--- config.mk ---
export PLATFORM = sky130hd
export DESIGN_NAME = flc_lock_info
export DESIGN_NICKNAME = d
export VERILOG_FILES = /design/src/shared/flc_pkg.sv /design/src/rtl/flc_lock_info.sv
export SDC_FILE = /design/constraint.sdc
export NUM_CORES = 1
export LEC_CHECK = 0
export ABC_AREA = 1
export BUFFER_PORTS_ARGS = -buffer_cell sky130_fd_sc_hd__clkbuf_2
export CAP_MARGIN = 20
export CORE_AREA = 2 2 248 250
export DETAILED_ROUTE_END_ITERATION = 8
export DIE_AREA = 0 0 250 252
export GPL_TIMING_DRIVEN = 1
export PLACE_DENSITY_LB_ADDON = 0.08
export SLEW_MARGIN = 5
export SYNTH_ARGS = -nofsm -noshare
export SYNTH_HDL_FRONTEND = slang
export SYNTH_SLANG_ARGS = --single-unit
--- constraint.sdc ---
create_clock -name I_CLK_SYS -period 5.23 [get_ports I_CLK_SYS]
set_input_delay 0.523 -clock I_CLK_SYS [delete_from_list [all_inputs] [get_ports I_CLK_SYS]]
set_output_delay 0.523 -clock I_CLK_SYS [all_outputs]
set_load 0.01 [all_outputs]
--- src/shared/flc_pkg.sv ---
// Constants and types for the flash lock, program timing and info page access block
// Functional notes
// Flash clock is system clock divided by a programmable divisor, giving 1 MHz.
// Software loads divisor 100 when the internal oscillator clocks the system.
// Program or erase starts only while the unlock field holds code 2.
// Any other unlock value locks the instance, or keeps it locked.
// Starting an operation without code 2 sets the access fail flag.
// Each program stores 128 bits; address bits [3:0] are ignored.
// Information page 0 is read only.
// Serial number, 104 bits, reads at 0x1080_0000 to 0x1080_0017.
// Rest of page 0 from 0x1080_0018 is not user accessible.
// Lower 4096 bytes of page 1 are write only; reads there fault.
// Upper half of page 1 is readable and writable user storage.
// Page erase at 0x1080_2000 clears all of information page 1.
// Page 1 erase is refused while the magic value is programmed.
// After power-on reset with matching magic, key is copied and status set to 1.
// Software writes the key as two 128-bit writes at 0x2008 and 0x2018; the bench uses three writes, at 0x2010, 0x2020 and 0x2008.
// Software fills all 256 key bits, unused bits zero.
// Software writes magic words to 0x2000 then 0x2004.
// With magic set, key region writes are blocked; user half stays writable.
// Autoload needs both magic words equal to 0x2b86d479.
// Program completion sets done flag, and access fail on error.
// Page erase ignores address bits [12:0].
// A refused operation sets access fail and leaves flash contents unchanged.
package flc_pkg;
  localparam int          SYS_CLK_HZ     = 50000000;
  localparam int          FLASH_CLK_HZ   = 1000000;
  localparam logic [7:0]  DIV_RESET      = 8'(SYS_CLK_HZ / FLASH_CLK_HZ);
  localparam logic [1:0]  UNLOCK_CODE    = 2'h2;
  localparam logic [7:0]  ERASE_PAGE_CMD = 8'h55;
  localparam logic [31:0] MAGIC_WORD     = 32'h2b86d479;
  localparam logic [31:0] INFO0_BASE     = 32'h10800000;
  localparam logic [31:0] USN_LAST       = 32'h10800017;
  localparam logic [31:0] INFO1_BASE     = 32'h10802000;
  localparam logic [31:0] INFO1_USER     = 32'h10803000;
  localparam logic [31:0] INFO1_LAST     = 32'h10803fff;
  localparam logic [31:0] MAGIC1_ADDR    = 32'h10802004;
  localparam logic [31:0] KEY_FIRST      = 32'h10802008;
  localparam logic [31:0] KEY_LAST       = 32'h10802027;
  localparam int          ALIGN_BITS     = 4;
  localparam int          PAGE_BITS      = 13;
  localparam logic [15:0] PROG_TICKS     = 16'h0014;
  localparam logic [15:0] ERASE_TICKS    = 16'h0064;
  localparam logic [15:0] KEYLOAD_CYCLES = 16'h0008;
  // Register byte addresses
  localparam logic [7:0] REG_ADDR   = 8'h00;
  localparam logic [7:0] REG_CLKDIV = 8'h04;
  localparam logic [7:0] REG_CTRL   = 8'h08;
  localparam logic [7:0] REG_STATUS = 8'h0c;
  localparam logic [7:0] REG_DATA0  = 8'h10;
  localparam logic [7:0] REG_KEYST  = 8'h20;
  // Control word fields
  localparam int CTRL_WR    = 0;
  localparam int CTRL_PGE   = 1;
  localparam int CTRL_ERLSB = 8;
  localparam int CTRL_UNLSB = 28;
  // Status word fields; done and access fail are write one to clear
  localparam int ST_DONE = 0;
  localparam int ST_AF   = 1;
  localparam int ST_PEND = 2;
  localparam int ST_MAG  = 3;

  typedef enum logic [2:0] {
    S_IDLE  = 3'b000,
    S_PROG  = 3'b001,
    S_ERASE = 3'b010,
    S_DONE  = 3'b011,
    S_KEYLD = 3'b100
  } state_t;
endpackage

--- src/rtl/flc_lock_info.sv ---
// Flash program/erase sequencer with lock, clock divider and info page gating
//
// The address map and strobed register access were left to the implementer.
module flc_lock_info
  import flc_pkg::*;
(
  input  wire logic         I_CLK_SYS,      // System clock, 50 MHz
  input  wire logic         I_RSTN,         // Async reset, active low
  input  wire logic         I_POR,          // Reset was a power-on reset
  input  wire logic [7:0]   I_REG_ADDR,     // Register byte address
  input  wire logic [31:0]  I_REG_WDATA,    // Register write data
  input  wire logic         I_REG_WR,       // Register write strobe
  input  wire logic         I_REG_RD,       // Register read strobe
  input  wire logic         I_USR_RD,       // User read of flash space
  input  wire logic [31:0]  I_USR_ADDR,     // User read address
  input  wire logic [31:0]  I_FL_RDATA,     // Array read data for key load
  input  wire logic [63:0]  I_FL_MAGIC,     // Both magic words as stored
  output logic [31:0]       O_REG_RDATA,    // Register read data
  output logic              O_USR_OK,       // User read allowed, pulse
  output logic              O_USR_FAULT,    // User read fault, pulse
  output logic              O_FL_PROG,      // Program strobe to array
  output logic              O_FL_ERASE,     // Page erase strobe to array
  output logic [31:0]       O_FL_ADDR,      // Aligned array address
  output logic [127:0]      O_FL_WDATA,     // Program data
  output logic              O_FL_CLK,       // 1 MHz flash timing clock
  output logic [255:0]      O_CIPHER_KEY,   // System cipher key registers
  output logic              O_KEY_STATUS    // Key autoload status
);
  typedef struct packed {
    state_t        st;
    logic [31:0]   addr;
    logic [7:0]    div;
    logic [7:0]    divcnt;
    logic          fclk;
    logic [15:0]   ticks;
    logic [1:0]    unlock;
    logic [7:0]    ecode;
    logic [127:0]  data;
    logic          done;
    logic          af;
    logic [31:0]   rdata;
    logic          uok;
    logic          ufault;
    logic          prog;
    logic          erase;
    logic [31:0]   faddr;
    logic [255:0]  key;
    logic          keyst;
    logic [2:0]    kidx;
    logic          por_seen;
    logic          por_meta;
    logic          por_sync;
  } st_t;

  st_t q;
  st_t d;
  logic          magic_ok;
  logic          tick;
  logic          set_af;
  logic          set_done;
  logic [31:0]   op_addr;
  logic          in_info0;
  logic          in_info1;
  logic          in_key;
  logic          usr_serial;
  logic          usr_hidden;
  logic          usr_keyrd;
  logic [7:0]    div_eff;
  logic [7:0]    half_lo;
  logic [7:0]    half_hi;

  assign magic_ok = (I_FL_MAGIC[63:32] == MAGIC_WORD) && (I_FL_MAGIC[31:0] == MAGIC_WORD);
  assign tick     = (q.divcnt == 8'h00);
  assign op_addr  = q.addr;
  // Divisors below two fall back to the fastest clock of two system cycles
  assign div_eff  = (q.div > 8'h01) ? q.div : 8'h02;
  // An odd divisor makes the high half one cycle longer, keeping the period exact
  assign half_lo  = div_eff >> 1;
  assign half_hi  = 8'(div_eff - half_lo);

  addr_window #(
    .LO (INFO0_BASE),
    .HI (USN_LAST)
  ) u_usr_serial (
    .i_addr (I_USR_ADDR),
    .o_hit  (usr_serial)
  );

  addr_window #(
    .LO (32'(USN_LAST + 32'h00000001)),
    .HI (32'(INFO1_BASE - 32'h00000001))
  ) u_usr_hidden (
    .i_addr (I_USR_ADDR),
    .o_hit  (usr_hidden)
  );

  addr_window #(
    .LO (INFO1_BASE),
    .HI (32'(INFO1_USER - 32'h00000001))
  ) u_usr_keyrd (
    .i_addr (I_USR_ADDR),
    .o_hit  (usr_keyrd)
  );

  addr_window #(
    .LO (INFO0_BASE),
    .HI (32'(INFO1_BASE - 32'h00000001))
  ) u_op_info0 (
    .i_addr (op_addr),
    .o_hit  (in_info0)
  );

  addr_window #(
    .LO (INFO1_BASE),
    .HI (INFO1_LAST)
  ) u_op_info1 (
    .i_addr (op_addr),
    .o_hit  (in_info1)
  );

  addr_window #(
    .LO (INFO1_BASE),
    .HI (32'(INFO1_USER - 32'h00000001))
  ) u_op_key (
    .i_addr (op_addr),
    .o_hit  (in_key)
  );

  always_comb
  begin
    d        = q;
    set_af   = 1'b0;
    set_done = 1'b0;
    d.uok    = 1'b0;
    d.ufault = 1'b0;
    d.prog   = 1'b0;
    d.erase  = 1'b0;
    // Power-on flag comes from the reset logic, outside this clock
    d.por_meta = I_POR;
    d.por_sync = q.por_meta;
    // Divider runs freely so the flash clock is steady before any operation
    if (tick)
    begin
      d.divcnt = q.fclk ? 8'(half_lo - 8'h01) : 8'(half_hi - 8'h01);
      d.fclk   = ~q.fclk;
    end
    else
    begin
      d.divcnt = 8'(q.divcnt - 8'h01);
    end
    if (tick && q.fclk && (q.ticks != 16'h0000))
    begin
      d.ticks = 16'(q.ticks - 16'h0001);
    end

    // Register reads
    d.rdata = 32'h00000000;
    if (I_REG_RD)
    begin
      unique case (I_REG_ADDR)
        REG_ADDR:   d.rdata = q.addr;
        REG_CLKDIV: d.rdata = {24'h000000, q.div};
        REG_CTRL:   d.rdata = {2'b00, q.unlock, 12'h000, q.ecode, 6'h00,
                               q.st == S_ERASE, q.st == S_PROG};
        REG_STATUS: d.rdata = {28'h0000000, magic_ok, q.st != S_IDLE, q.af, q.done};
        REG_KEYST:  d.rdata = {31'h00000000, q.keyst};
        default:    d.rdata = 32'h00000000;
      endcase
    end

    unique case (q.st)
      S_IDLE:
      begin
        if (q.por_sync && !q.por_seen)
        begin
          d.por_seen = 1'b1;
          if (magic_ok)
          begin
            d.faddr = KEY_FIRST;
            d.st    = S_KEYLD;
            d.kidx  = 3'h0;
            d.ticks = KEYLOAD_CYCLES;
          end
        end
        else if (I_REG_WR && (I_REG_ADDR == REG_CTRL)
                 && (I_REG_WDATA[CTRL_WR] || I_REG_WDATA[CTRL_PGE]))
        begin
          d.ecode = I_REG_WDATA[CTRL_ERLSB +: 8];
          if (q.unlock != UNLOCK_CODE)
          begin
            set_af = 1'b1;
          end
          else if (I_REG_WDATA[CTRL_PGE])
          begin
            if ((in_info1 && magic_ok) || in_info0
                || (I_REG_WDATA[CTRL_ERLSB +: 8] != ERASE_PAGE_CMD))
            begin
              set_af = 1'b1;
            end
            else
            begin
              d.faddr = {op_addr[31:PAGE_BITS], 13'h0000};
              d.erase = 1'b1;
              d.st    = S_ERASE;
              d.ticks = ERASE_TICKS;
            end
          end
          else if ((in_key && magic_ok) || in_info0)
          begin
            set_af = 1'b1;
          end
          else
          begin
            d.faddr = {op_addr[31:ALIGN_BITS], 4'h0};
            d.prog  = 1'b1;
            d.st    = S_PROG;
            d.ticks = PROG_TICKS;
          end
        end
      end
      S_PROG, S_ERASE:
      begin
        if (q.ticks == 16'h0000)
        begin
          d.st = S_DONE;
        end
      end
      S_DONE:
      begin
        set_done = 1'b1;
        d.st     = S_IDLE;
      end
      S_KEYLD:
      begin
        // Array delivers key words in order from the first key address
        d.key[{q.kidx, 5'h00} +: 32] = I_FL_RDATA;
        d.kidx = 3'(q.kidx + 3'h1);
        if (q.kidx == 3'h7)
        begin
          d.keyst = 1'b1;
          d.st    = S_IDLE;
        end
      end
      default:
      begin
        d.st = S_IDLE;
      end
    endcase

    // Register writes; unlock field locks on any other value
    if (I_REG_WR)
    begin
      if (I_REG_ADDR == REG_ADDR)
      begin
        d.addr = I_REG_WDATA;
      end
      if (I_REG_ADDR == REG_CLKDIV)
      begin
        d.div = I_REG_WDATA[7:0];
      end
      if (I_REG_ADDR == REG_CTRL)
      begin
        d.unlock = I_REG_WDATA[CTRL_UNLSB +: 2];
      end
      if ((I_REG_ADDR >= REG_DATA0) && (I_REG_ADDR < REG_KEYST) && (q.st == S_IDLE))
      begin
        d.data[{I_REG_ADDR[3:2], 5'h00} +: 32] = I_REG_WDATA;
      end
    end
    // Set wins over a same-cycle write-one clear
    if (I_REG_WR && (I_REG_ADDR == REG_STATUS))
    begin
      if (I_REG_WDATA[ST_DONE])
      begin
        d.done = 1'b0;
      end
      if (I_REG_WDATA[ST_AF])
      begin
        d.af = 1'b0;
      end
    end
    if (set_done)
    begin
      d.done = 1'b1;
    end
    if (set_af)
    begin
      d.af = 1'b1;
    end

    // User read gating of the information pages
    if (I_USR_RD)
    begin
      if (usr_serial)
      begin
        d.uok = 1'b1;
      end
      else if (usr_hidden)
      begin
        d.ufault = 1'b1;
      end
      else if (usr_keyrd)
      begin
        d.ufault = 1'b1;
      end
      else
      begin
        d.uok = 1'b1;
      end
    end
  end

  always_ff @(posedge I_CLK_SYS or negedge I_RSTN)
  begin
    if (!I_RSTN)
    begin
      q          <= '0;
      q.st       <= S_IDLE;
      q.div      <= DIV_RESET;
      q.divcnt   <= DIV_RESET;
    end
    else
    begin
      q <= d;
    end
  end

  assign O_REG_RDATA  = q.rdata;
  assign O_USR_OK     = q.uok;
  assign O_USR_FAULT  = q.ufault;
  assign O_FL_PROG    = q.prog;
  assign O_FL_ERASE   = q.erase;
  assign O_FL_ADDR    = q.faddr;
  assign O_FL_WDATA   = q.data;
  assign O_FL_CLK     = q.fclk;
  assign O_CIPHER_KEY = q.key;
  assign O_KEY_STATUS = q.keyst;
endmodule

// Inclusive address window compare shared by every flash region check
module addr_window
  import flc_pkg::*;
#(
  parameter logic [31:0] LO = 32'h00000000, // Lowest address in the window
  parameter logic [31:0] HI = 32'hffffffff  // Highest address in the window
)
(
  input  wire logic [31:0]  i_addr,   // Address under test
  output logic              o_hit     // Address lies inside the window
);
  assign o_hit = (i_addr >= LO) && (i_addr <= HI);
endmodule

# Word level (Yosys, flattened, before mapping)

Index checks and enable logic that the tools add are counted.

Register bits: 539
Latch bits: 0
Bits in writable memories: 0
Bits in read-only memories: 0
Input port bits: 174
Output and inout port bits: 454
Memories kept: 0

Add/subtract/negate cells: 8
$mul: 0
Div/mod/pow operators: 0
Order comparisons: 14
Eq/ne operators: 26
Shift-type cells: 4
Mux-type cells: 61
Bitwise gates (word level): 2
Reductions and logical operators: 47

Operators by type and width:

| cell                        | count |
|---|---|
| $bwmux W256                 | 1 |
| $shift A32 B10 Y256 const A | 1 |
| $shiftx A32 B10 Y256        | 1 |
| $le A32 B29 Y1 const B      | 6 |
| $ge A32 B29 Y1 const B      | 5 |
| $mux W32                    | 5 |
| $pmux W32 S5                | 1 |
| $mux W16                    | 9 |
| $bwmux W128                 | 1 |
| $shift A32 B9 Y128 const A  | 1 |
| $shiftx A32 B9 Y128         | 1 |
| $mux W34                    | 3 |
| $eq A32 B30 Y1 const B      | 2 |
| $mux W33                    | 1 |
| $mux W3                     | 10 |
| $mux W8                     | 3 |
| $mux W1                     | 21 |
| $logic_and A1 B1 Y1         | 17 |
| $eq A8 B4 Y1 const B        | 2 |
| $logic_not A16 Y1           | 1 |
| $logic_not A8 Y1            | 2 |
| $reduce_and A2 Y1           | 8 |
| $reduce_bool A16 Y1         | 1 |
| $sub A16 B1 Y16 const B     | 1 |
| 32 further kinds            | 58 |

# Depth between registers and ports, before layout

Gate-level depths: netlist of the first run.

Word-level depth: 13
Gate-level depth with buffers: 17

# Cells and area by module

From an unflattened synthesis of the first run, not the netlist that was laid out.

Cell total of the unflattened synthesis: 3,248
Area total of the unflattened synthesis: 27,253.6 sq um

By module, submodules not included:

| module                      | times used | cells an instance | area each (sq um) |
|---|---|---|---|
| flc_lock_info               | 1          | 3,080             | 26,599.3 |
| addr_window at u_op_key ... | 2          | 22                | 87.6 |
| addr_window at u_usr_hidden | 1          | 43                | 167.7 |
| addr_window at u_usr_serial | 1          | 32                | 120.1 |
| addr_window at u_op_info0   | 1          | 25                | 97.6 |
| addr_window at u_op_info1   | 1          | 24                | 93.8 |

# Worst setup path after synthesis of the first run

OpenSTA, ideal clock, no wires.

Path type: reg-to-reg
Start: register q[501] in the netlist's numbering
End: register q[494] in the netlist's numbering
Setup time: 123 ps
Arrival: 2,473 ps
Required time: 5,107 ps
Slack: 2,634 ps
Stages on the path, launching flop included: 18
Buffers on the path: 0
Path through: dfstp_2 > inv_1 > nand4_1 > nor3_1 > nor2_1 > ha_1 > inv_1 > fa_1 > nor2_1 > o21ai_0 > nand2_1 > nand2_1 > nand2_1 > a21oi_1 > xor2_1 > o21bai_1 > o21ai_0 > nand2_1

RTL lines:

| element         | line                | RTL |
|---|---|---|
| start, declared | flc_lock_info.sv:55 | `st_t q;` |

# Final worst setup path of the first run

Start: register q[3] in the netlist's numbering
End: register q, in the netlist O_CIPHER_KEY[153]

Cells in the longest elaborated chain, start to end: 3
Elaborated cells on any way between the ends: 4

RTL lines:

| element                                                     | line                 | RTL |
|---|---|---|
| $neg A8 Y10 (*)                                             | flc_lock_info.sv:236 | `d.key[{q.kidx, 5'h00} +: 32] = I_FL_RDATA;` |
| $shiftx A32 B10 Y256 or $shift A32 B10 Y256 (tied branches) | flc_lock_info.sv:236 |  |
| $bwmux W256 (*)                                             | flc_lock_info.sv:236 |  |

Every way passes the cells marked *; elsewhere a longest branch is shown, timed or not.
A chain may end at the register's enable or synchronous reset.

==> results of run 1 <==
==> worst min-delay path, delay by kind of cell <==
family / cells / cell delay (ns)
AND/OR/NAND/NOR: 1 / 0.04
buffers and inverters: 2 / 0.14
==> through the flow <==
step                cell area (um2)  std cells  utilization (%)  hold slack, ns
global placement              26950       3921            44.83          0.3421
CTS                           28850       4026            47.97         0.08492
global route                  28850       4026            47.97          0.1035
detailed placement            26950       3921            44.83          0.3381
floorplan                     26490       3080                -          0.2274
finish                        28850       4026            47.97          0.1174
==> path summary, 6_finish.rpt <==
| path | slack (ns) | from | endpoint | depth (start not counted) |
|---|---|---|---|---|
| max | 1.34 | q[3] | O_CIPHER_KEY[153] | 10 |
| min | 0.12 | I_USR_RD | O_USR_FAULT | 3 |
| max reg2reg | 1.34 | q[3] | O_CIPHER_KEY[153] | 10 |
| min reg2reg | 0.35 | d[0] | q[0] | 0 |
| max in group asynchronous | 3.37 | I_RSTN | O_FL_WDATA[30] | 3 |
| min in group asynchronous | 0.53 | I_RSTN | O_CIPHER_KEY[161] | 2 |
==> placed cells by master (no fill, tap or decap), types with 3 or more instances in the layout <==
| master | instances |
|---|---|
| inv_2 | 6 |
| o21ai_2 | 11 |
| clkinv_2 | 9 |
| nor2_1 | 208 |
| a21oi_1 | 104 |
| dfstp_2 | 6 |
| nor2_2 | 11 |
| nor4_1 | 9 |
| nor3_2 | 4 |
| nand3_2 | 8 |
| o22ai_1 | 5 |
| nand4_1 | 82 |
| clkbuf_8 | 10 |
| a221oi_1 | 4 |
| inv_1 | 201 |
| nand3_1 | 150 |
| xnor2_1 | 6 |
| nand2_1 | 633 |
| o221ai_1 | 3 |
| nand3b_1 | 3 |
| ha_1 | 26 |
| nor3_1 | 28 |
| buf_4 | 31 |
| conb_1 | 3 |
| buf_12 | 3 |
| xor2_1 | 15 |
| dfrtp_1 | 530 |
| o21ai_1 | 15 |
| clkbuf_2 | 620 |
| clkbuf_16 | 61 |
| o21ai_0 | 361 |
| a31oi_1 | 7 |
| o31ai_1 | 11 |
| nand2_2 | 12 |
| clkbuf_1 | 18 |
==> report_power, final <==
group | total, mW | switching (mW) | leakage (nW) | internal, mW
registers | 4.43 | 0.127 | 6.00 | 4.30
clock network | 4.07 | 1.71 | 0.918 | 2.37
logic | 1.04 | 0.709 | 8.04 | 0.334
total | 9.54 | 2.54 | 15.0 | 7.00
==> cells by family (layout without fill, tap and decap cells) <==
logic type | after synthesis | in the layout | synth area share [%]
xor gates and xnor gates | 21 | 21 | 0.6945
DFF | 536 | 536 | 50.67
buffers and inverters | 805 | 969 | 17.98
muxes | 4 | 4 | 0.1701
adders and majority gates | 27 | 27 | 1.304
other | 1 | 3 | 0.01416
AOI/OAI and AO/OA | 530 | 530 | 10.53
and+or+nand+nor | 1154 | 1154 | 18.63
==> state kept, by name, indices dropped and copies added (netlist names) <==
signal        cells
O_FL_ADDR        29
O_REG_RDATA      32
O_USR_FAULT       1
O_CIPHER_KEY    256
op_addr          32
O_USR_OK          1
O_FL_WDATA      128
O_FL_PROG         1
O_FL_CLK          1
O_FL_ERASE        1
d                 1
q                52
O_KEY_STATUS      1
==> metal layers <==
layer	GRT usage (%)	part of all wire [%]
met5	0	0.059
met4	7.682	2.9
met3	5.571	6.4
met2	42.51	48
met1	33.12	42
==> final cells by class <==
| type | count | area (um2) |
|---|---|---|
| flip-flops and latches | 536 | 13420 |
| fillers | 5961 | 31290 |
| clock buffers | 89 | 1732 |
| well taps | 782 | 978.4 |
| inverters | 209 | 784.5 |
| clock inverters | 14 | 140.1 |
| multi-input cells | 1739 | 8361 |
| repair buffers | 657 | 3431 |
==> run metrics, run 1 <==
# diodes 0; via count 20580; Critical path buffers and inverters 4; Hold WC Path Type input port to flip-flop; CTS sink cnt 536; initial core utilization 44.04%; post-CTS setup buffer count 0; CP Max Fanout 52; largest buffer count on any clock path 3; fin worst setup slack 1.338 ns; worst-case clock skew between 0.02 and 0.025 ns; most frequent cell after synthesis nand2_1; Antenna Nets Post-Route 0; max frequency 256.9 MHz; CP Cell Sequence inv_1 -> ha_1 -> ha_1 -> inv_2 -> nor2_1 -> buf_4 -> nand2_1 -> nor3_2 -> inv_2 -> o31ai_1; Total GRT Usage 25.42%; IO Count 628; post-synthesis sequential area ratio 50.67%; number of global-route vias before repair about 20000; Worst Path Arrival 4.40 ns; Setup WS pre-CTS 1.330 ns; Area contributors post-synth dfrtp_1 50%, buf_4 13%, nand2_1 9.0%; Final Max Slew Viols 0; Post-DP HPWL 59310 um; First-pass DRT Iterations 5; post-route minimum period around 3.9 ns; #FFs+latches synth 536; maximum vdd drop approximately 240 uV; Critical Path Max Stage Delay roughly 0.76 ns; Pwr Total 9.540 mW; Final Hold Viols 0; leak pwr 14.96 nW; Overflow after GRT 0; pwr dens 330.7 nW/um2; die area between 60000 and 70000 um2; Mean Syn Cell Area 8.605 um2; status finished, final reports clean; drt wl/cell 20.23 um; max-cap viol count 0; Clock Latency Late Sink approximately 0.62 ns; cell count after synthesis 3078; synthesis-to-finish area growth 8.914%; most common flop cell mapped by yosys dfrtp_1; H-tree depth 2; CP top delay family simple AND/OR/NAND/NOR gates; hold_buf cts 2; synth warn 0; crit end category flip-flop; slowest cell on the critical path nor3_2; Worst-path clk slew around 0.06 ns; setup TNS 0 ns; antenna violations before repair 4; fraction of layout cells with a size suffix above 1 between 20% and 30%; RSZ-0062 raised after global routing no; Num CTS Buffers 59; Root Driver clkbuf_16; Required @ worst endpoint around 5.7 ns; Slew @ Worst Pin around 1.0 ns; post-CTS sizing 0; initial DRC count ~1500; TritonCTS clock tree yes; EDFF count, synth 0; Worst slew margin between 30% and 40%; core footprint about 60000 um2; Die H ~250 um; Rows 90; Setup violations, final 0; RD Place Congestion between 0.8 and 0.9; Tcrit/Tclk final between 70% and 80%; largest net degree at the start of global routing ~140; Mapped Area between 20000 and 30000 um2; post-synth top area share between 50% and 60%; total wire length 81440 um; post-synthesis cell type count 50; DRC 0; layout net count 3403; vias per cell between 5 and 6; IO Port Bufs between 600 and 700; leading area contributor after synthesis dfrtp_1; Post-synth ARST share 100.0%; Critical Path Source Type flip-flop; list of most frequent post-synthesis cells 635 x nand2_1, 530 x dfrtp_1, 448 x buf_4; Setup Crit Path Kind flip-flop to flip-flop; first-pass GRT wire length around 120000 um; die width between 200 and 300 um
No activity file was read; power rests on OpenSTA's default activity.
==> run 2: changes to the inputs <==
--- a/config.mk
+++ b/config.mk
@@ -5,12 +5,12 @@
 export SDC_FILE = /design/constraint.sdc
 export NUM_CORES = 1
 export LEC_CHECK = 0
-export ABC_AREA = 1
+export ABC_AREA = 0
 export BUFFER_PORTS_ARGS = -buffer_cell sky130_fd_sc_hd__clkbuf_2
 export CAP_MARGIN = 20
-export CORE_AREA = 2 2 248 250
+export CORE_AREA = 2 2 244 246
 export DETAILED_ROUTE_END_ITERATION = 8
-export DIE_AREA = 0 0 250 252
+export DIE_AREA = 0 0 246 248
 export GPL_TIMING_DRIVEN = 1
 export PLACE_DENSITY_LB_ADDON = 0.08
 export SLEW_MARGIN = 5
==> constraint.sdc (replaced) <==
create_clock -name I_CLK_SYS -period 3.3 [get_ports I_CLK_SYS]
set_input_delay 0.33 -clock I_CLK_SYS [delete_from_list [all_inputs] [get_ports I_CLK_SYS]]
set_output_delay 0.33 -clock I_CLK_SYS [all_outputs]
set_load 0.01 [all_outputs]
==> run 2 against run 1 <==
Effect of this change:
- register-to-register slack got worse by 0.72 ns
- sequential power increased by 59%
- synthesized cell count decreased by 22%
- flip-flop and latch count unchanged
- non-clock buffer count increased by 38
- via count decreased by 17%
- worst hold slack got worse by 0.074 ns
- core utilization increased by 0.76 points
- critical path type unchanged
- critical endpoint is now q[494]
- largest cell class unchanged
==> run metrics, run 2 <==
status finished, final reports clean; Worst R2R Path Depth 14 (+4); Mean Syn Cell Area 10.46 um2 (+22%); Critical Path Source Type flip-flop; Hold WC Path Type input port to flip-flop; #FFs+latches synth 536 (unchanged); Worst Path Arrival 3.18 ns (-1.22 ns); Synth Area in Compound Gates 8.295% (-2.2 points); fillcell total 5578 (-6.4%); hold depth 3 (unchanged); Slew @ Worst Pin 0.9535 ns (-0.09089 ns); post-synth top area share 52.50% (+2.4 points); Post-Place Cells 3308 (-16%); TritonCTS clock tree yes; Area contributors post-synth dfrtp_1 52%, buf_4 13%, mux2_2 8.3%; most common flop cell mapped by yosys dfrtp_1; First-pass DRT Iterations 5 (unchanged); setup TNS 0 ns (unchanged); Rows 89 (-1.1%); Setup Crit Path Kind flip-flop to flip-flop; XOR/XNOR Fraction of Synth Area 0.9707% (+0.28 points); maximum vdd drop 386.3 uV (+59%); DRC 0 (unchanged); max frequency 372.2 MHz (+45%); mux contribution to synthesized area 8.414% (+8.2 points); EDFF count, synth 0 (unchanged); Post-synth ARST share 100.0% (unchanged); Root Driver clkbuf_16; Post-Place Cell Area 26150 um2 (-3.0%); list of most frequent post-synthesis cells 530 x dfrtp_1, 469 x nand2_1, 450 x buf_4; CTS sink cnt 536 (unchanged); Final Hold Viols 0 (unchanged); vias per cell 4.955 (-3.1%); RD Place Congestion 0.8331 (-7.3%); synth warn 0 (unchanged); Final Max Slew Viols 0 (unchanged); most frequent cell after synthesis dfrtp_1; leak pwr 14.06 nW (-6.0%); RSZ-0062 raised after global routing no; first-pass GRT wire length 107600 um (-13%); Antenna Nets Post-Route 0 (unchanged); RR Startpoint q[501]; antenna violations before repair 3 (-1); Total GRT Usage 23.08% (-2.3 points); simple-gate area share of the yosys netlist 12.42% (-6.2 points); largest buffer count on any clock path 3 (unchanged); pwr dens 543.9 nW/um2 (+64%); post-CTS setup buffer count 0 (unchanged); commonest non-fill, non-tap cell in the layout clkbuf_2; final instance area 28490 um2 (-1.2%); HP Start I_REG_WDATA[30]; worst reg2reg endpoint q[494]; final non-filler cell total 3439 (-15%); H-tree depth 2 (unchanged); Num CTS Buffers 58 (-1.7%); drt wl/cell 20.68 um (+2.2%); Die H 248 um (-1.6%); largest family of logic cells by synthesized area buffers and inverters; worst-case clock skew 0.02084 ns (-0.002385 ns); synthesis-to-finish area growth 12.76%; Clock Latency Late Sink 0.62 ns (about the same); die area 61010 um2 (-3.2%); number of global-route vias before repair 17200 (-14%); Hold EP O_FL_WDATA[62]; fraction of layout cells with a size suffix above 1 37.56% (+13 points); Post-DP HPWL 52120 um (-12%); crit end category flip-flop; Mapped Area 25260 um2 (-4.6%); leading area contributor after synthesis dfrtp_1; post-route minimum period 2.687 ns (-1.205 ns); Setup violations, final 0 (unchanged); commonest non-fill, non-tap cells in the layout 620 x clkbuf_2, 530 x dfrtp_1, 464 x nand2_1, 260 x o21ai_0, 187 x mux2_2; die width 246 um (-1.6%); initial DRC count 902 (-39%); post-synthesis sequential area ratio 53.12% (+2.4 points); largest net degree at the start of global routing 108 (-24%); total wire length 71110 um (-13%); core footprint 58460 um2 (-2.8%); post-synthesis cell type count 68 (+36%); Required @ worst endpoint 3.79 ns (-1.95 ns); Overflow after GRT 0 (unchanged); Synth Area in Adders 1.367% (+0.063 points); max reg flops 256 (unchanged); layout net count 2817 (-17%); reg2reg setup slack 0.61 ns (-0.72 ns); CP Max Fanout 7 (-87%); Worst slew margin 36.43% (+6.2 points); IO Port Bufs 621 (unchanged); via count 17040 (-17%); Worst-path clk slew 0.06 ns (about the same); max-cap viol count 0 (unchanged); initial core utilization 43.21% (-0.83 points); Tcrit/Tclk final 81.42% (+7.0 points); IO Count 628 (unchanged); cell count after synthesis 2415 (-22%)
[run 2: area by class of cell]
cell class                      count  area [um2]  share of cell area, %
Antenna cell                        1       2.502               0.008784
Clock buffer                       77        1643                  5.767
Clock inverter                     32       481.7                  1.691
Inverter                           29       108.9                 0.3821
Timing Repair Buffer              695        3851                  13.52
Tap cell                          773       967.2                  3.395
Multi-Input combinational cell   1296        8014                  28.13
Sequential cell                   536       13420                  47.11
[run 2: kinds of logic after synthesis]
| group | count (synthesis) |
|---|---|
| other cells | 1 |
| compound gates | 368 |
| fa+ha+maj | 27 |
| buf+inv | 585 |
| simple gates | 681 |
| xor+xnor | 28 |
| flops | 536 |
| mux | 189 |
[run 2: how the worst max path moves through the flow]
stage,start,end,slack [ns],cells after the start
finish,q[501],q[494],0.61,14
CTS,q[501],q[494],0.64,14
floorplan,q[3],O_CIPHER_KEY[10],0.72,9
detailed placement,I_FL_MAGIC[53],O_FL_ADDR[17],0.34,8
global placement,I_FL_MAGIC[26],q[473],0.34,8
global route,q[501],q[494],0.40,14
[run 2: worst max-delay path, stage by stage, from the launching register on]
cell and delay [ns]:
dfstp_2 0.60, nor3_1 0.08, nand2_1 0.09, nand2b_1 0.10, inv_1 0.15, ha_1 0.20
inv_1 0.06, fa_1 0.41, o21bai_1 0.17, a21oi_1 0.12, o21bai_1 0.14, a21oi_1 0.09
xor2_1 0.14, o211ai_1 0.17, nand2_1 0.06
[run 2: stage by stage]
step | hold WS, ns | total power, mW | setup slack [ns] | util [%]
after floorplan | 0.03441 | 7.902 | 0.7214 | -
after global placement | 0.3386 | 8.416 | 0.3439 | 44.73
after detailed placement | 0.3471 | 8.455 | 0.3390 | 44.73
after CTS | 0.002856 | 15.71 | 0.6361 | 48.73
after global routing | 0.02057 | 16.16 | 0.4011 | 48.73
final | 0.04324 | 15.50 | 0.6131 | 48.73
[run 2: repair_timing]
| item | CTS | global route |
|---|---|---|
| endpoints found under the hold margin | 128 | 0 |
| hold buffers | 21 | 0 |
| endpoints found under the setup margin | 0 | 0 |
| resized for setup | 0 | 0 |
[run 2: power by group]
| group | internal, mW | switching [mW] |
|---|---|---|
| Clock | 4.37 | 2.79 |
| Sequential | 6.82 | 0.208 |
| Combinational | 0.534 | 0.779 |
| Total | 11.7 | 3.77 |
[run 2: routing by layer]
metal | routed length, um | track usage (%) | vias to the layer above
met5 | 30 | 0 | -
met4 | 2771 | 9.643 | 4
met3 | 4659 | 5.644 | 141
met2 | 33790 | 37.13 | 493
met1 | 29860 | 29.80 | 8348
li1 | - | - | 8053
==> run 3: changes to the inputs <==
--- a/config.mk
+++ b/config.mk
@@ -5,12 +5,12 @@
 export SDC_FILE = /design/constraint.sdc
 export NUM_CORES = 1
 export LEC_CHECK = 0
-export ABC_AREA = 0
+export ABC_AREA = 1
 export BUFFER_PORTS_ARGS = -buffer_cell sky130_fd_sc_hd__clkbuf_2
 export CAP_MARGIN = 20
-export CORE_AREA = 2 2 244 246
+export CORE_AREA = 2 2 243 245
 export DETAILED_ROUTE_END_ITERATION = 8
-export DIE_AREA = 0 0 246 248
+export DIE_AREA = 0 0 245 247
 export GPL_TIMING_DRIVEN = 1
 export PLACE_DENSITY_LB_ADDON = 0.08
 export SLEW_MARGIN = 5
==> constraint.sdc (replaced) <==
create_clock -name I_CLK_SYS -period 2.3 [get_ports I_CLK_SYS]
set_input_delay 0.23 -clock I_CLK_SYS [delete_from_list [all_inputs] [get_ports I_CLK_SYS]]
set_output_delay 0.23 -clock I_CLK_SYS [all_outputs]
set_load 0.01 [all_outputs]
==> run 3 against run 2 <==
Effect of this change:
- clock skew is 0.0017 ns lower
- first-iteration DRC count is 64% higher
- final cell count increased by 22%
- die area shrank 0.81%
- total power is 44% higher
- sequential power up 42%
- register-to-register slack worse by 0.67 ns
- the run now ends with negative setup slack left
- routed wire length grew 23%
- clock-buffer cell count is 8 higher
- sequential share of layout area fell by 3.4 points
- critical path depth grew 3
- flip-flop and latch count is the same
- largest cell class unchanged
- largest power group is now sequential cells
==> run metrics, run 3 (synthesis gave the netlist of run 1 again) <==
status finished with violations; violated checks negative setup slack; Final Hold Viols 0 (unchanged); synthesis-to-finish area growth 15.84%; Tcrit/Tclk final 102.7% (+21 points); max frequency 423.5 MHz (+14%); maximum vdd drop 594.0 uV (+54%); Overflow after GRT 0 (unchanged); Worst-path clk slew 0.06 ns (about the same); largest buffer count on any clock path 3 (unchanged); IO Count 628 (unchanged); leak pwr 15.87 nW (+13%); CP Cell Sequence inv_2 -> nand4_1 -> nor3_2 -> nor2_2 -> ha_2 -> inv_2 -> fa_2 -> nor2_2 -> o21ai_1 -> nand2_1 -> nand2_1 -> nand2_1 -> a21oi_2 -> xor2_1 -> o21bai_1 -> o21ai_1 -> nand2_1; RD Place Congestion 0.9026 (+8.3%); Post-Place Cell Area 28020 um2 (+7.1%); Hold WC Path Type input port to flip-flop; Antenna Nets Post-Route 0 (unchanged); met3 wire len 7182 um (+54%); initial core utilization 45.48% (+2.3 points); H-tree depth 2 (unchanged); most frequent CP cell nand2_1; max reg flops 256 (unchanged); core footprint 58240 um2 (-0.38%); Post-Place Cells 4022 (+22%); Setup violations, final 1 (+1); fraction of layout cells with a size suffix above 1 27.86% (-9.7 points); metal2 WL 42430 um (+26%); final non-filler cell total 4193 (+22%); antenna violations before repair 2 (-1); reg2reg setup slack -0.06 ns (-0.67 ns); RSZ-0062 raised after global routing yes; Slew @ Worst Pin 0.9928 ns (+0.03930 ns); Setup Crit Path Kind flip-flop to flip-flop; Final Max Slew Viols 0 (unchanged); Required @ worst endpoint 2.80 ns (-0.99 ns); die area 60520 um2 (-0.81%); crit end category flip-flop; Critical Path Max Stage Delay 0.54 ns (-0.06 ns); Clock Latency Late Sink 0.62 ns (about the same); TritonCTS clock tree yes; hold depth 6 (+3); worst-case clock skew 0.01915 ns (-0.001696 ns); post-route minimum period 2.361 ns (-0.3257 ns); fillcell total 5534 (-0.79%); via count 21580 (+27%); commonest non-fill, non-tap cells in the layout 632 x nand2_1, 620 x clkbuf_2, 529 x dfrtp_1, 358 x o21ai_0; Crit. Startpoint q[501]; number of global-route vias before repair 21120 (+23%); Hold EP O_USR_FAULT; worst reg2reg endpoint q[494]; Worst Path Arrival 2.86 ns (-0.32 ns); Root Driver clkbuf_16; Critical Path Source Type flip-flop; die width 245 um (-0.41%); CTS sink cnt 536 (unchanged); Worst slew margin 33.57% (-2.9 points); final instance area 30680 um2 (+7.7%); Num CTS Buffers 57 (-1.7%); max-cap viol count 0 (unchanged); fin worst setup slack -0.06123 ns (-0.6743 ns); CP Max Fanout 2 (-5); IO Port Bufs 621 (unchanged); Post-DP HPWL 65920 um (+26%); first-pass GRT wire length 130700 um (+21%); met1 WL 34580 um (+16%); Die H 247 um (-0.40%); largest net degree at the start of global routing 102 (-5.6%); HP Start I_USR_ADDR[20]; commonest non-fill, non-tap cell in the layout nand2_1; slowest cell on the critical path dfstp_2; RR Startpoint q[501]; initial DRC count 1481 (+64%); total wire length 87730 um (+23%); pwr dens 727.4 nW/um2 (+34%); Rows 89 (unchanged); vias per cell 5.147 (+3.9%); layout net count 3572 (+27%); First-pass DRT Iterations 7 (+2); DR top layer met4; drt wl/cell 20.92 um (+1.2%); Worst R2R Path Depth 17 (+3); Total GRT Usage 28.54% (+5.5 points); DRC 0 (unchanged)
-- run 3: changes by cell type in the layout (fill, tap and decap cells not counted), moves of 98 or more --
| cell | before | now |
|---|---|---|
| nand2_1 | 464 | 632 |
| mux2_2 | 187 | 2 |
| nand3_1 | 15 | 150 |
| inv_1 | 29 | 197 |
| o21ai_0 | 260 | 358 |
| nor2_1 | 44 | 197 |
-- run 3: how the worst max path moves through the flow --
stage	endpoint	slack, ns	cells past startpoint
6_report	q[494]	-0.06	17
5_1_grt	q[494]	-0.30	17
4_1_cts	q[494]	-0.07	17
3_5_place_dp	q[494]	-0.09	17
3_3_place_gp	q[494]	-0.09	17
2_1_floorplan	q[494]	-0.15	17
-- run 3: stage by stage --
step / hold WS (ns) / setup TNS [ns] / setup slack, ns / util [%] / power, mW
finish: 0.04463 / -0.06123 / -0.06123 / 52.68 / 22.32
global route: 0.02000 / -0.7144 / -0.3017 / 52.67 / 23.29
CTS: 0.003621 / -0.07105 / -0.07105 / 52.38 / 22.48
detailed placement: 0.1794 / -0.08602 / -0.08602 / 48.10 / 12.93
global placement: 0.1826 / -0.09252 / -0.09252 / 48.10 / 12.88
floorplan: -0.06559 / -0.1548 / -0.1548 / - / 11.69
-- run 3: power breakdown --
group	switching, mW	internal, mW
clock	3.87	5.56
sequential	0.275	9.78
combinational	1.79	1.05
-- run 3: routing by layer --
metal | up-vias | global-route usage, %
met5 | - | 0
met4 | 0 | 11.07
met3 | 157 | 7.901
met2 | 787 | 47.75
met1 | 10490 | 35.05
li1 | 10140 | -
-- run 3: worst max-delay path: cells and delay by family (launching register included) --
kind | cells | cell delay (ns)
compound gates | 4 | 0.31
xor+xnor | 1 | 0.13
fa+ha+maj | 2 | 0.52
buf+inv | 2 | 0.08
flops | 1 | 0.54
simple gates | 8 | 0.67
-- run 3: layout make-up --
cell class | instances | area [um2] | area share (%)
diodes | 3 | 7.507 | 0.02447
clock buffers | 85 | 1662 | 5.416
clock inverters | 20 | 259.0 | 0.8442
inverters | 209 | 784.5 | 2.557
multi-input cells | 1740 | 8467 | 27.60
flip-flops and latches | 536 | 13420 | 43.75
well taps | 773 | 967.2 | 3.152
repair buffers | 827 | 5112 | 16.66
-- run 3: repair_timing --
item / 4_1_cts / 5_1_grt
hold endpoints to repair: 375 / 0
gates resized for setup: 4 / 25
hold buffers: 56 / 0
setup buffers: 0 / 3
pin swaps: 1 / 3
endpoints found under the setup margin: 3 / 110
gates cloned: 0 / 4
